## config.mk

```make
export PLATFORM = sky130hd
export DESIGN_NAME = dmx_data_move_exchange_unit
export DESIGN_NICKNAME = d
export VERILOG_FILES = /design/src/hdl/dmx_pkg.sv /design/src/hdl/dmx_data_move_exchange_unit.sv
export SDC_FILE = /design/constraint.sdc
export NUM_CORES = 1
export LEC_CHECK = 0
export BUFFER_PORTS_ARGS = -buffer_cell sky130_fd_sc_hd__buf_2
export CORE_MARGIN = 1.5
export CORE_UTILIZATION = 56
export CTS_CLUSTER_DIAMETER = 120
export DETAILED_ROUTE_END_ITERATION = 7
export GPL_TIMING_DRIVEN = 0
export MAX_ROUTING_LAYER = met4
export PLACE_DENSITY = 0.82
export SYNTH_ARGS = -nofsm -noshare
export SYNTH_HDL_FRONTEND = slang
export SYNTH_SLANG_ARGS = --single-unit
```

## constraint.sdc

```tcl
create_clock -name clk_in -period 20.8 [get_ports clk_in]
set_clock_uncertainty 0.2 [all_clocks]
set_input_delay 1.04 -clock clk_in [delete_from_list [all_inputs] [get_ports clk_in]]
set_output_delay 1.04 -clock clk_in [all_outputs]
set_load 0.1 [all_outputs]
```

## src/hdl/dmx_pkg.sv

```systemverilog
// Shared types and constants for the data move and exchange unit
package dmx_pkg;
  localparam int DMX_W = 32;
  localparam int DMX_BYTES = 4;
  localparam int DMX_HALF = 16;
  localparam logic [31:0] DMX_MASK32 = 32'hFFFFFFFF;
  localparam logic [31:0] DMX_MASK16 = 32'h0000FFFF;
  localparam int DMX_SYNC_STAGES = 2;

  // Condition encodings; each synonym pair shares one code
  localparam logic [3:0] DMX_CC_OVF = 4'h0;
  localparam logic [3:0] DMX_CC_NOVF = 4'h1;
  localparam logic [3:0] DMX_CC_BELOW = 4'h2;
  localparam logic [3:0] DMX_CC_AE = 4'h3;
  localparam logic [3:0] DMX_CC_EQ = 4'h4;
  localparam logic [3:0] DMX_CC_NE = 4'h5;
  localparam logic [3:0] DMX_CC_BE = 4'h6;
  localparam logic [3:0] DMX_CC_ABOVE = 4'h7;
  localparam logic [3:0] DMX_CC_SIGN = 4'h8;
  localparam logic [3:0] DMX_CC_NSIGN = 4'h9;
  localparam logic [3:0] DMX_CC_PAR = 4'hA;
  localparam logic [3:0] DMX_CC_NPAR = 4'hB;
  localparam logic [3:0] DMX_CC_LESS = 4'hC;
  localparam logic [3:0] DMX_CC_GE = 4'hD;
  localparam logic [3:0] DMX_CC_LE = 4'hE;
  localparam logic [3:0] DMX_CC_GREATER = 4'hF;

  typedef enum logic [2:0] {
    DMX_OP_TRANSFER = 3'h0,
    DMX_OP_COND = 3'h1,
    DMX_OP_SWAP = 3'h2,
    DMX_OP_BREV = 3'h3,
    DMX_OP_SUM = 3'h4,
    DMX_OP_CAS = 3'h5,
    DMX_OP_CAS_WIDE = 3'h6
  } dmx_op_type;

  typedef enum logic [2:0] {
    DMX_K_GPR = 3'h0,
    DMX_K_SEG = 3'h1,
    DMX_K_MEM = 3'h2,
    DMX_K_IMM = 3'h3,
    DMX_K_CTL = 3'h4,
    DMX_K_DBG = 3'h5
  } dmx_kind_type;

  typedef struct packed {
    logic overflow_flag;
    logic sign_flag;
    logic zero_flag;
    logic aux_flag;
    logic parity_flag;
    logic carry_flag;
  } dmx_flags_type;

  typedef struct packed {
    dmx_op_type op;
    logic [3:0] cc;
    dmx_kind_type src_kind;
    dmx_kind_type dst_kind;
    logic wide;
    logic locked;
    logic [31:0] src_val;
    logic [31:0] dst_val;
    logic [31:0] acc;
    logic [31:0] dhi;
    logic [31:0] cnt;
    logic [31:0] base;
    logic [31:0] addr;
    dmx_flags_type flags;
  } dmx_req_type;

  typedef struct packed {
    logic fault;
    logic dst_we;
    logic src_we;
    logic acc_we;
    logic dhi_we;
    logic flags_we;
    logic mem_wr;
    logic [31:0] dst;
    logic [31:0] src;
    logic [31:0] acc;
    logic [31:0] dhi;
    logic [63:0] mem_wdata;
    dmx_flags_type flags;
  } dmx_res_type;
endpackage : dmx_pkg

```

## src/hdl/dmx_data_move_exchange_unit.sv

```systemverilog
// Execution datapath for transfers, conditional transfers and exchanges
`timescale 1ns/1ps
`default_nettype none
module dmx_data_move_exchange_unit (
  // Clock and reset
  input wire logic clk_in,
  input wire logic resetn_in,
  // Request
  input wire logic req_valid_in,
  output logic req_ready_out,
  input wire dmx_pkg::dmx_req_type req_in,
  // Result
  output logic done_out,
  output logic fault_out,
  output logic dst_we_out,
  output logic [31:0] dst_data_out,
  output logic src_we_out,
  output logic [31:0] src_data_out,
  output logic acc_we_out,
  output logic [31:0] acc_data_out,
  output logic dhi_we_out,
  output logic [31:0] dhi_data_out,
  output logic flags_we_out,
  output dmx_pkg::dmx_flags_type flags_out,
  // Memory and bus lock
  output logic mem_rd_out,
  output logic mem_wr_out,
  output logic mem_wide_out,
  output logic [31:0] mem_addr_out,
  output logic [63:0] mem_wdata_out,
  input wire logic mem_ack_in,
  input wire logic [63:0] mem_rdata_in,
  output logic bus_lock_out
);
  typedef enum {ST_IDLE, ST_READ, ST_EXEC, ST_WRITE, ST_DONE} dmx_state_type;

  logic [dmx_pkg::DMX_SYNC_STAGES-1:0] rst_sync_ff;
  logic rst_n;
  dmx_state_type state_ff;
  dmx_state_type nxt_state;
  dmx_pkg::dmx_req_type req_ff;
  dmx_pkg::dmx_res_type res_ff;
  dmx_pkg::dmx_res_type nxt_res;
  logic [63:0] rdata_ff;
  logic lock_ff;
  logic nxt_lock;

  // One code per synonym pair, so aliases decode alike
  function automatic logic cond_true(input logic [3:0] cc, input dmx_pkg::dmx_flags_type f);
    logic r;
    r = 1'b0;
    case (cc)
      dmx_pkg::DMX_CC_OVF: r = f.overflow_flag;
      dmx_pkg::DMX_CC_NOVF: r = ~f.overflow_flag;
      dmx_pkg::DMX_CC_BELOW: r = f.carry_flag;
      dmx_pkg::DMX_CC_AE: r = ~f.carry_flag;
      dmx_pkg::DMX_CC_EQ: r = f.zero_flag;
      dmx_pkg::DMX_CC_NE: r = ~f.zero_flag;
      dmx_pkg::DMX_CC_BE: r = f.carry_flag | f.zero_flag;
      dmx_pkg::DMX_CC_ABOVE: r = ~(f.carry_flag | f.zero_flag);
      dmx_pkg::DMX_CC_SIGN: r = f.sign_flag;
      dmx_pkg::DMX_CC_NSIGN: r = ~f.sign_flag;
      dmx_pkg::DMX_CC_PAR: r = f.parity_flag;
      dmx_pkg::DMX_CC_NPAR: r = ~f.parity_flag;
      dmx_pkg::DMX_CC_LESS: r = f.sign_flag ^ f.overflow_flag;
      dmx_pkg::DMX_CC_GE: r = ~(f.sign_flag ^ f.overflow_flag);
      dmx_pkg::DMX_CC_LE: r = (f.sign_flag ^ f.overflow_flag) | f.zero_flag;
      default: r = ~((f.sign_flag ^ f.overflow_flag) | f.zero_flag);
    endcase
    return r;
  endfunction : cond_true

  // Flags of a+b or a-b at 16 or 32 bits
  function automatic dmx_pkg::dmx_flags_type arith_flags(input logic [31:0] a,
      input logic [31:0] b, input logic sub, input logic wide);
    logic [31:0] bb;
    logic [32:0] s;
    logic carry;
    logic as;
    logic bs;
    logic rs;
    dmx_pkg::dmx_flags_type f;
    bb = sub ? ~b : b;
    s = {1'b0, a} + {1'b0, bb} + {32'h00000000, sub};
    as = wide ? a[31] : a[15];
    bs = wide ? bb[31] : bb[15];
    rs = wide ? s[31] : s[15];
    carry = wide ? s[32] : (a[16] ^ bb[16] ^ s[16]);
    f.carry_flag = carry ^ sub;
    f.aux_flag = a[4] ^ bb[4] ^ s[4] ^ sub;
    f.parity_flag = ~^s[7:0];
    f.zero_flag = wide ? (s[31:0] == 32'h00000000) : (s[15:0] == 16'h0000);
    f.sign_flag = rs;
    f.overflow_flag = (as == bs) && (rs != as);
    return f;
  endfunction : arith_flags

  function automatic logic [31:0] byte_rev(input logic [31:0] a);
    logic [31:0] r;
    r = 32'h00000000;
    for (int i = 0; i < dmx_pkg::DMX_BYTES; i++)
    begin
      r[8*i +: 8] = a[8*(dmx_pkg::DMX_BYTES-1-i) +: 8];
    end
    return r;
  endfunction : byte_rev

  function automatic logic is_kind(input dmx_pkg::dmx_kind_type k,
      input dmx_pkg::dmx_kind_type want);
    return k == want;
  endfunction : is_kind

  // Reset release through two flops
  always_ff @(posedge clk_in or negedge resetn_in)
  begin
    if (!resetn_in)
      rst_sync_ff <= '0;
    else
      rst_sync_ff <= {rst_sync_ff[dmx_pkg::DMX_SYNC_STAGES-2:0], 1'b1};
  end
  assign rst_n = rst_sync_ff[dmx_pkg::DMX_SYNC_STAGES-1];

  // Decoded request
  wire dmx_pkg::dmx_kind_type sk = req_ff.src_kind;
  wire dmx_pkg::dmx_kind_type dk = req_ff.dst_kind;
  wire s_gpr = is_kind(sk, dmx_pkg::DMX_K_GPR);
  wire s_mem = is_kind(sk, dmx_pkg::DMX_K_MEM);
  wire s_seg = is_kind(sk, dmx_pkg::DMX_K_SEG);
  wire s_imm = is_kind(sk, dmx_pkg::DMX_K_IMM);
  wire s_sys = is_kind(sk, dmx_pkg::DMX_K_CTL) | is_kind(sk, dmx_pkg::DMX_K_DBG);
  wire d_gpr = is_kind(dk, dmx_pkg::DMX_K_GPR);
  wire d_mem = is_kind(dk, dmx_pkg::DMX_K_MEM);
  wire d_seg = is_kind(dk, dmx_pkg::DMX_K_SEG);
  wire d_sys = is_kind(dk, dmx_pkg::DMX_K_CTL) | is_kind(dk, dmx_pkg::DMX_K_DBG);
  wire dmx_pkg::dmx_op_type op = req_ff.op;
  wire is_wide_cas = (op == dmx_pkg::DMX_OP_CAS_WIDE);
  wire any_mem = s_mem | d_mem;
  // Seg-seg and mem-mem fall out of the allowed set below
  wire xfer_ok = (s_mem & (d_gpr | d_seg)) | ((s_gpr | s_seg) & d_mem) |
    (s_gpr & (d_gpr | d_seg | d_sys)) | ((s_seg | s_sys) & d_gpr) |
    (s_imm & (d_gpr | d_mem));
  wire cond_ok = d_gpr & (s_gpr | s_mem);
  wire swap_ok = (s_gpr & (d_gpr | d_mem)) | (s_mem & d_gpr);
  wire rmw_ok = s_gpr & (d_gpr | d_mem);
  logic legal;
  always_comb
  begin
    case (op)
      dmx_pkg::DMX_OP_TRANSFER: legal = xfer_ok;
      dmx_pkg::DMX_OP_COND: legal = cond_ok;
      dmx_pkg::DMX_OP_SWAP: legal = swap_ok;
      dmx_pkg::DMX_OP_BREV: legal = d_gpr & req_ff.wide;
      dmx_pkg::DMX_OP_SUM: legal = rmw_ok;
      dmx_pkg::DMX_OP_CAS: legal = rmw_ok;
      dmx_pkg::DMX_OP_CAS_WIDE: legal = d_mem;
      default: legal = 1'b0;
    endcase
  end
  // Plain transfer to memory needs no read of the old value
  wire need_read = legal & (is_wide_cas | (any_mem & ~(op == dmx_pkg::DMX_OP_TRANSFER & d_mem)));
  wire atomic_op = (op == dmx_pkg::DMX_OP_SUM) | (op == dmx_pkg::DMX_OP_CAS) | is_wide_cas;
  wire need_lock = need_read & (((op == dmx_pkg::DMX_OP_SWAP) & any_mem) |
    (req_ff.locked & atomic_op));

  // Operand values
  wire [31:0] mask = req_ff.wide ? dmx_pkg::DMX_MASK32 : dmx_pkg::DMX_MASK16;
  wire [31:0] opa = (d_mem ? rdata_ff[31:0] : req_ff.dst_val) & mask;
  wire [31:0] opb = (s_mem ? rdata_ff[31:0] : req_ff.src_val) & mask;
  wire [31:0] sum = (opa + opb) & mask;
  wire [31:0] accm = req_ff.acc & mask;
  wire cas_eq = (accm == opa);
  wire [63:0] pair_cmp = {req_ff.dhi, req_ff.acc};
  wire [63:0] pair_new = {req_ff.cnt, req_ff.base};
  wire wide_eq = (pair_cmp == rdata_ff);
  wire take = cond_true(req_ff.cc, req_ff.flags);

  // Result of the operation, written on its destination kind
  always_comb
  begin
    nxt_res = '0;
    nxt_res.flags = req_ff.flags;
    if (!legal)
      nxt_res.fault = 1'b1;
    else
    begin
      case (op)
        dmx_pkg::DMX_OP_TRANSFER:
        begin
          nxt_res.dst = opb;
          nxt_res.dst_we = ~d_mem;
          nxt_res.mem_wr = d_mem;
        end
        dmx_pkg::DMX_OP_COND:
        begin
          nxt_res.dst = opb;
          nxt_res.dst_we = take;
        end
        dmx_pkg::DMX_OP_SWAP:
        begin
          nxt_res.dst = opb;
          nxt_res.src = opa;
          nxt_res.dst_we = ~d_mem;
          nxt_res.src_we = ~s_mem;
          nxt_res.mem_wr = any_mem;
        end
        dmx_pkg::DMX_OP_BREV:
        begin
          nxt_res.dst = byte_rev(opa);
          nxt_res.dst_we = 1'b1;
        end
        dmx_pkg::DMX_OP_SUM:
        begin
          nxt_res.src = opa;
          nxt_res.src_we = 1'b1;
          nxt_res.dst = sum;
          nxt_res.dst_we = ~d_mem;
          nxt_res.mem_wr = d_mem;
          nxt_res.flags = arith_flags(opa, opb, 1'b0, req_ff.wide);
          nxt_res.flags_we = 1'b1;
        end
        dmx_pkg::DMX_OP_CAS:
        begin
          nxt_res.dst = opb;
          nxt_res.dst_we = cas_eq & ~d_mem;
          nxt_res.mem_wr = cas_eq & d_mem;
          nxt_res.acc = opa;
          nxt_res.acc_we = ~cas_eq;
          nxt_res.flags = arith_flags(accm, opa, 1'b1, req_ff.wide);
          nxt_res.flags_we = 1'b1;
        end
        default:
        begin
          nxt_res.mem_wr = wide_eq;
          nxt_res.acc = rdata_ff[31:0];
          nxt_res.dhi = rdata_ff[63:32];
          nxt_res.acc_we = ~wide_eq;
          nxt_res.dhi_we = ~wide_eq;
          nxt_res.flags.zero_flag = wide_eq;
          nxt_res.flags_we = 1'b1;
        end
      endcase
      nxt_res.mem_wdata = is_wide_cas ? pair_new :
        {32'h00000000, (op == dmx_pkg::DMX_OP_SWAP) ? (s_mem ? opa : opb) : nxt_res.dst};
    end
  end

  // Sequencer; the lock spans read through write of one operation
  always_comb
  begin
    nxt_state = state_ff;
    nxt_lock = lock_ff;
    case (state_ff)
      ST_IDLE: if (req_valid_in) nxt_state = ST_READ;
      ST_READ:
      begin
        nxt_lock = need_lock;
        if (!need_read || mem_ack_in) nxt_state = ST_EXEC;
      end
      ST_EXEC: nxt_state = nxt_res.mem_wr ? ST_WRITE : ST_DONE;
      ST_WRITE: if (mem_ack_in) nxt_state = ST_DONE;
      ST_DONE:
      begin
        nxt_state = ST_IDLE;
        nxt_lock = 1'b0;
      end
      default: nxt_state = ST_IDLE;
    endcase
  end

  wire go_read = req_ready_out & req_valid_in;
  wire take_rdata = (state_ff == ST_READ) & need_read & mem_ack_in;

  always_ff @(posedge clk_in or negedge rst_n)
  begin
    if (!rst_n)
    begin
      state_ff <= ST_IDLE;
      lock_ff <= 1'b0;
      req_ff <= '0;
      res_ff <= '0;
      rdata_ff <= '0;
    end
    else
    begin
      state_ff <= nxt_state;
      lock_ff <= nxt_lock;
      if (go_read)
        req_ff <= req_in;
      if (take_rdata)
        rdata_ff <= mem_rdata_in;
      if (state_ff == ST_EXEC)
        res_ff <= nxt_res;
    end
  end

  // Not ready while the internal reset copy is still low
  assign req_ready_out = rst_n & (state_ff == ST_IDLE);
  assign mem_rd_out = (state_ff == ST_READ) & need_read;
  assign mem_wr_out = (state_ff == ST_WRITE);
  assign mem_wide_out = is_wide_cas;
  assign mem_addr_out = req_ff.addr;
  assign mem_wdata_out = res_ff.mem_wdata;
  assign bus_lock_out = lock_ff | ((state_ff == ST_READ) & need_lock);
  wire fin = (state_ff == ST_DONE);
  assign done_out = fin;
  assign fault_out = fin & res_ff.fault;
  assign dst_we_out = fin & res_ff.dst_we;
  assign src_we_out = fin & res_ff.src_we;
  assign acc_we_out = fin & res_ff.acc_we;
  assign dhi_we_out = fin & res_ff.dhi_we;
  assign flags_we_out = fin & res_ff.flags_we;
  assign dst_data_out = res_ff.dst;
  assign src_data_out = res_ff.src;
  assign acc_data_out = res_ff.acc;
  assign dhi_data_out = res_ff.dhi;
  assign flags_out = res_ff.flags;
endmodule : dmx_data_move_exchange_unit
`default_nettype wire

```

==> results of run 1 <==
[layout by cell type, fill, tap and decap left out, types with 18 or more instances in the layout]
cell type / count
a22oi_1: 45
and2_1: 20
a22o_1: 77
mux2i_1: 28
o21ai_0: 177
nand3_1: 20
a221oi_1: 19
ha_1: 55
clkbuf_16: 53
a211oi_1: 18
xnor2_1: 121
buf_4: 231
buf_2: 559
nand2_1: 298
inv_1: 64
a21o_1: 31
xor2_1: 21
mux2_2: 315
nand4_1: 33
dfrtp_1: 518
a21oi_1: 104
o22ai_1: 23
nor2_1: 106
clkbuf_1: 135
[worst paths after layout]
kind / from / depth (start not counted) / slack [ns] / to
setup / recovery: dk[2]$_DFFE_PN0P_ / 22 / 11.87 / flags_out[3]$_DFFE_PN0P_
hold / removal: rst_sync_ff[0]$_DFF_PN0_ / 0 / 0.15 / rst_sync_ff[1]$_DFF_PN0_
setup reg to reg: dk[2]$_DFFE_PN0P_ / 22 / 11.87 / flags_out[3]$_DFFE_PN0P_
hold reg to reg: rst_sync_ff[0]$_DFF_PN0_ / 0 / 0.15 / rst_sync_ff[1]$_DFF_PN0_
max in group asynchronous: rst_sync_ff[1]$_DFF_PN0_ / 2 / 18.84 / dst_data_out[23]$_DFFE_PN0P_
min in group asynchronous: rst_sync_ff[1]$_DFF_PN0_ / 0 / 0.26 / pair_cmp[54]$_DFFE_PN0P_
[area by class of cell]
cell class / count / area, um^2 / area share
tap: 672 / 841 / 0.0246
inverter: 65 / 244 / 0.00713
timing repair buffer: 563 / 2980 / 0.0872
antenna: 13 / 32.5 / 0.000951
buffer: 378 / 2310 / 0.0676
clock buffer: 72 / 1500 / 0.0438
sequential: 519 / 13000 / 0.380
multi-input combinational: 1784 / 13000 / 0.381
clock inverter: 21 / 259 / 0.00757
[kinds of logic after synthesis]
| group | Yosys count | share of synthesized area |
|---|---|---|
| AO/OA/AOI/OAI | 638 | 0.151 |
| AND/OR/NAND/NOR | 585 | 0.0938 |
| flip-flops | 519 | 0.455 |
| buffers and inverters | 443 | 0.0894 |
| multiplexers | 350 | 0.138 |
| XOR/XNOR | 144 | 0.0447 |
| adder cells (fa/ha/maj) | 66 | 0.0286 |
| other | 1 | 0.000131 |
[sequential cells by signal, summed over array words and instances (netlist names), 6 cells and up]
name and flops:
res_ff 6, pair_cmp 64, acc_data_out 32, flags_out 6, rdata_ff 64, mem_addr_out 32
src_data_out 32, mem_wdata_out 64, dhi_data_out 32, req_ff 76, pair_new 64, dst_data_out 32
[per-stage QoR]
stage                     TNS [ns]  instance area [um^2]  setup WS, ns
after floorplan                  0                 28600          4.29
after global routing             0                 34200         11.70
final                            0                 34200         11.87
after global placement     -248.13                 32200        -0.565
after CTS                        0                 34200         12.20
after detailed placement         0                 32400         12.25
[worst register-to-register path, cell delays in order (launching register included)]
cell,delay [ns]
dfrtp_1,0.32
buf_2,0.25
or3b_1,0.18
buf_6,0.15
clkbuf_1,0.61
clkbuf_1,0.52
buf_1,0.67
mux2i_1,0.67
inv_1,0.36
ha_1,0.33
fa_1,0.46
a211oi_1,0.45
o21bai_1,0.24
a22oi_1,0.24
o31ai_1,0.25
xor2_1,0.24
or4_1,0.55
or4b_1,0.50
nor4_1,0.39
o2111ai_1,0.17
or4_1,0.47
o41ai_2,0.47
a31o_1,0.19
[metal layers]
metal	part of all wire	vias to the layer above	GRT usage	wire length (um)
li1	-	10900	-	-
met3	0.10	348	0.0923	11400
met4	0.063	0	0.228	6890
met1	0.38	12400	0.525	41200
met5	0	-	-	0
met2	0.46	1545	0.660	50400
==> run summary, run 1 <==
most numerous cell in the Yosys netlist - dfrtp_1
routed len/inst - 26.9 um
Routability Congestion - 1.05
WHS - 0.150 ns
critical path class - reg2reg
Post-Route WL - 110 mm
startpoint types - register
first-pass GRT wire length - 161 mm
worst skew pair latency - 0.65 ns
WP data required - 21.18 ns
relative slew slack - 0.0294
vias in the first global route - 25100
Die W - 229 um
sequential area share after synthesis - 0.455
Max Clock Freq - 0.112 GHz
area delta synth->final - 19.7%
CP Buf/Inv Count - 6
slowest cell delay on critical path - 0.67 ns
Critical Path AT - 9.31 ns
Clock Sink Count - 519
dpl cells - 3979
Worst Tran Pin Value - 1.42 ns
via density per instance - 6.15
GRT Total Usage - 0.426
Yosys top cell area share - 0.455
Finished Core Util - 0.680
clock root cell - clkbuf_16
status - finished clean
CTS tree - done
HP Class - reg2reg
Synth cell types - 88
Slew Limit Fails - 0
Post-synth EDFFs - 0
post-synth top area cell - dfrtp_1
remaining global-route overflow - 0
io pins - 555
height of the die - 229 um
area of the mapped netlist - 28600 um^2
# Max-Cap Violations - 0
initial antenna violation count - 12
fillcell total - 3897
share of cells above drive strength 1 - 0.359
Vias - 25200
Period minus WS final - 8.93 ns
RSZ-0062 raised after global routing - false
hold buffer count at CTS - 1
HPWL after detailed placement - 85.4 mm
fin nets - 3734
CTS clk-pin slew, worst paths - 0.07 ns
largest net degree at the start of global routing - 75
final non-filler cell total - 4087
DRT Pass-1 Iters - 8
critical path's slowest cell - buf_1
Post-CTS Setup Bufs - 0
DRC Markers - 0
Setup-failing EPs final - 0
synth warn - 0
Post-synth top flop - dfrtp_1
Yosys reg bits - 519
DRT antenna net count - 0
Initial DRC Count - 2797
Hold Vio Cnt, Final - 0
ratio of final minimum period to clock period - 0.429
Synth area leaders - dfrtp_1, mux2_2, buf_4, nand2_1, xnor2_1
DIE AREA - 52400 um^2
Post-Syn Instances - 2746
Initial Util - 0.568
CTS H-Tree Depth - 2
syn_area_per_cell - 10.4 um^2
Clock Path Buffers - 3
Rows - 82
async set or reset register ratio after synthesis - 1.00
IO buf count - 554
commonest cells in the netlist - dfrtp_1, mux2_2, nand2_1
Largest delay share family, worst path - buffers and inverters
syn nets - 3116
Resize count post-CTS - 0
clock buffer count from CTS - 53
critical-path cell list - buf_2, or3b_1, buf_6, clkbuf_1, clkbuf_1, buf_1, mux2i_1, inv_1, ha_1, fa_1, a211oi_1, o21bai_1, a22oi_1, o31ai_1, xor2_1, or4_1, or4b_1, nor4_1, o2111ai_1, or4_1, o41ai_2, a31o_1
Setup crit end kind - register
CP max FO - 10
core area - 50300 um^2
Power of run 1 is left out: the tool's default activity adds up to more than one toggle a clock period on the data nets, which glitch-free logic cannot reach.
==> run 2: changes to the inputs <==
- CORE_UTILIZATION: 56 -> 51
- PLACE_DENSITY: 0.82 -> 0.78
- clock period: 20.8 -> 7.32 ns (I/O delays scaled with it)
==> run summary, run 2 (synthesis results as in run 1) <==
via density per instance - 6.12 (was 6.15)
Critical Path AT - 7.50 ns (was 9.31 ns)
Initial DRC Count - 3036 (was 2797)
Final Power - 20.6 mW
Setup crit end kind - register (unchanged)
multi-input logic area - 13100 um^2 (was 13000 um^2)
first-pass GRT wire length - 179 mm (was 161 mm)
post-route setup slack - 0.191 ns (was 11.87 ns)
pre-CTS WS - -1.29 ns (was 12.25 ns)
critical-path cell list - nor3b_2, clkbuf_2, buf_1, nand2_1, nand2_1, ha_1, fa_1, a211oi_1, o21bai_1, a22oi_1, o31ai_2, xor2_1, or4_1, or4b_1, nor4_2, o2111ai_1, or4_1, o41ai_2, a31o_1 (was buf_2, or3b_1, buf_6, clkbuf_1, clkbuf_1, buf_1, mux2i_1, inv_1, ha_1, fa_1, a211oi_1, o21bai_1, a22oi_1, o31ai_1, xor2_1, or4_1, or4b_1, nor4_1, o2111ai_1, or4_1, o41ai_2, a31o_1)
TNS Setup - 0 ns (unchanged)
Largest Register - req_ff (unchanged)
CP Buf/Inv Count - 2 (was 6)
fin nets - 4044 (was 3734)
slowest cell delay on critical path - 0.61 ns (was 0.67 ns)
IO buf count - 554 (unchanged)
DRT Pass-1 Iters - 8 (unchanged)
CTS clk-pin slew, worst paths - 0.07 ns (about the same)
Sw Share - 0.527
violated checks - design-rule violations
routed len/inst - 27.8 um (was 26.9 um)
Largest delay share family, worst path - simple AND/OR/NAND/NOR gates (was buffers and inverters)
Post-CTS Setup Bufs - 0 (unchanged)
Hold Vio Cnt, Final - 0 (unchanged)
DRC Markers - 7 (was 0)
Setup-failing EPs final - 0 (unchanged)
sequential cell area - 13000 um^2 (unchanged)
core area - 55200 um^2 (was 50300 um^2)
DIE AREA - 57500 um^2 (was 52400 um^2)
io pins - 555 (unchanged)
critical path class - reg2reg (unchanged)
GRT Total Usage - 0.439 (was 0.426)
height of the die - 240 um (was 229 um)
VDD IR max - 0.411 mV
Initial Util - 0.518 (was 0.568)
CTS tree - done (unchanged)
share of cells above drive strength 1 - 0.336 (was 0.359)
Worst Tran Pin Value - 1.42 ns (about the same)
# Max-Cap Violations - 0 (unchanged)
Rows - 86 (was 82)
Max Clock Freq - 0.140 GHz (was 0.112 GHz)
Period minus WS final - 7.13 ns (was 8.93 ns)
dpl cells - 4057 (was 3979)
commonest non-fill, non-tap cell in the layout - buf_2 (unchanged)
startpoint types - register (unchanged)
relative slew slack - 0.0274 (was 0.0294)
critical path's slowest cell - o31ai_2 (was buf_1)
remaining global-route overflow - 0 (unchanged)
Routability Congestion - 1.06 (was 1.05)
HP Class - reg2async (was reg2reg)
WP data required - 7.69 ns (was 21.18 ns)
CTS H-Tree Depth - 2 (unchanged)
HPWL after detailed placement - 86.9 mm (was 85.4 mm)
RSZ-0062 raised after global routing - false (unchanged)
Clock Path Buffers - 3 (unchanged)
area delta synth->final - 31.8% (was 19.7%)
Power Dens Cells - 547 nW/um^2
Leak - 18.3 nW
CP max FO - 10 (unchanged)
clock buffer count from CTS - 53 (unchanged)
fillcell total - 3889 (was 3897)
final non-filler cell total - 4471 (was 4087)
clock root cell - clkbuf_16 (unchanged)
P_sw - 10.9 mW
DRT antenna net count - 0 (unchanged)
largest net degree at the start of global routing - 73 (was 75)
status - finished with violations (was finished clean)
Internal - 9.75 mW
initial antenna violation count - 7 (was 12)
vias in the first global route - 27800 (was 25100)
Clock power frac - 0.143
Logic pwr share - 0.619
Vias - 27400 (was 25200)
ratio of final minimum period to clock period - 0.974 (was 0.429)
Clock Sink Count - 519 (unchanged)
max reg flops - 76 (unchanged)
Slew Limit Fails - 0 (unchanged)
worst skew pair latency - 0.66 ns (was 0.65 ns)
Post-Route WL - 124 mm (was 110 mm)
Die W - 240 um (was 229 um)
sequential power share - 0.238
most frequent cells in the layout - buf_2, dfrtp_1, mux2_2 (unchanged)
## run 2: changes by cell type in the layout (fill, tap and decap cells not counted), moves of 2 or more
cell           previous run  this run
clkbuf_1                135       116
diode_2                  13         9
clkinvlp_4                1         3
clkbuf_4                  0        10
dlygate4sd3_1             1       314
clkbuf_8                 10        19
clkbuf_2                  0         2
bufinv_16                 3         6
clkinv_2                 11         5
## run 2: routing by layer
metal  track usage  wire length [um]  vias up
li1              -                 -    11500
met1         0.520             45800    13500
met2         0.695             58500     1902
met3        0.0955             12100      452
met4         0.249              7910        0
met5             -                 0        -
## run 2: path summary, 6_finish.rpt
kind                                                end  cells after the start                      from  slack (ns)
max                            flags_out[3]$_DFFE_PN0P_                     19         sk[1]$_DFFE_PN0P_        0.19
min                            rdata_ff[48]$_DFFE_PN0P_                      0  rst_sync_ff[1]$_DFF_PN0_        0.07
max reg2reg                    flags_out[3]$_DFFE_PN0P_                     19         sk[1]$_DFFE_PN0P_        0.19
min reg2reg                    rdata_ff[48]$_DFFE_PN0P_                      0  rst_sync_ff[1]$_DFF_PN0_        0.07
max in group asynchronous  mem_addr_out[29]$_DFFE_PN0P_                      3  rst_sync_ff[1]$_DFF_PN0_        5.46
min in group clk_in            rst_sync_ff[1]$_DFF_PN0_                      0  rst_sync_ff[0]$_DFF_PN0_        0.17
## run 2: power groups by stage
stage / registers (mW) / clock network, mW / logic, mW
3_3_place_gp: 4.84 / 0 / 11.9
3_5_place_dp: 4.82 / 0 / 12.0
2_1_floorplan: 4.45 / 0 / 9.07
6_report: 4.91 / 2.94 / 12.7
4_1_cts: 4.78 / 2.91 / 12.3
5_1_grt: 4.96 / 3.05 / 13.3
## run 2: metrics by stage
stage	util	hold WS [ns]	cell area [um^2]
global placement	0.587	-0.0469	32400
detailed placement	0.591	-0.0459	32600
floorplan	-	-0.130	28700
global route	0.682	0.102	37700
CTS	0.682	0.0788	37600
finish	0.682	0.0706	37700
## run 2: worst register-to-register path, delay by kind of cell (launching register included)
| kind | cells | cell delay [ns] |
|---|---|---|
| adders and majority gates | 2 | 0.51 |
| xor gates and xnor gates | 1 | 0.25 |
| buffers and inverters | 2 | 0.97 |
| DFF | 1 | 0.45 |
| AOI/OAI and AO/OA | 7 | 1.95 |
| and+or+nand+nor | 7 | 2.70 |
## run 2: repair_timing
item / in CTS / in global routing
setup endpoints to repair: 11 / 1
gates resized for setup: 7 / 1
hold buffers: 314 / 0
endpoints found under the hold margin: 314 / 0
## run 2: cell type report
cell class	instances	share of cell area
Buffer	374	0.0639
Sequential cell	519	0.345
Tap cell	748	0.0249
Inverter	65	0.00648
Antenna cell	9	0.000598
Clock buffer	77	0.0408
Clock inverter	18	0.00814
Timing Repair Buffer	877	0.163
Multi-Input combinational cell	1784	0.347
(Power assumes the default switching activity.)
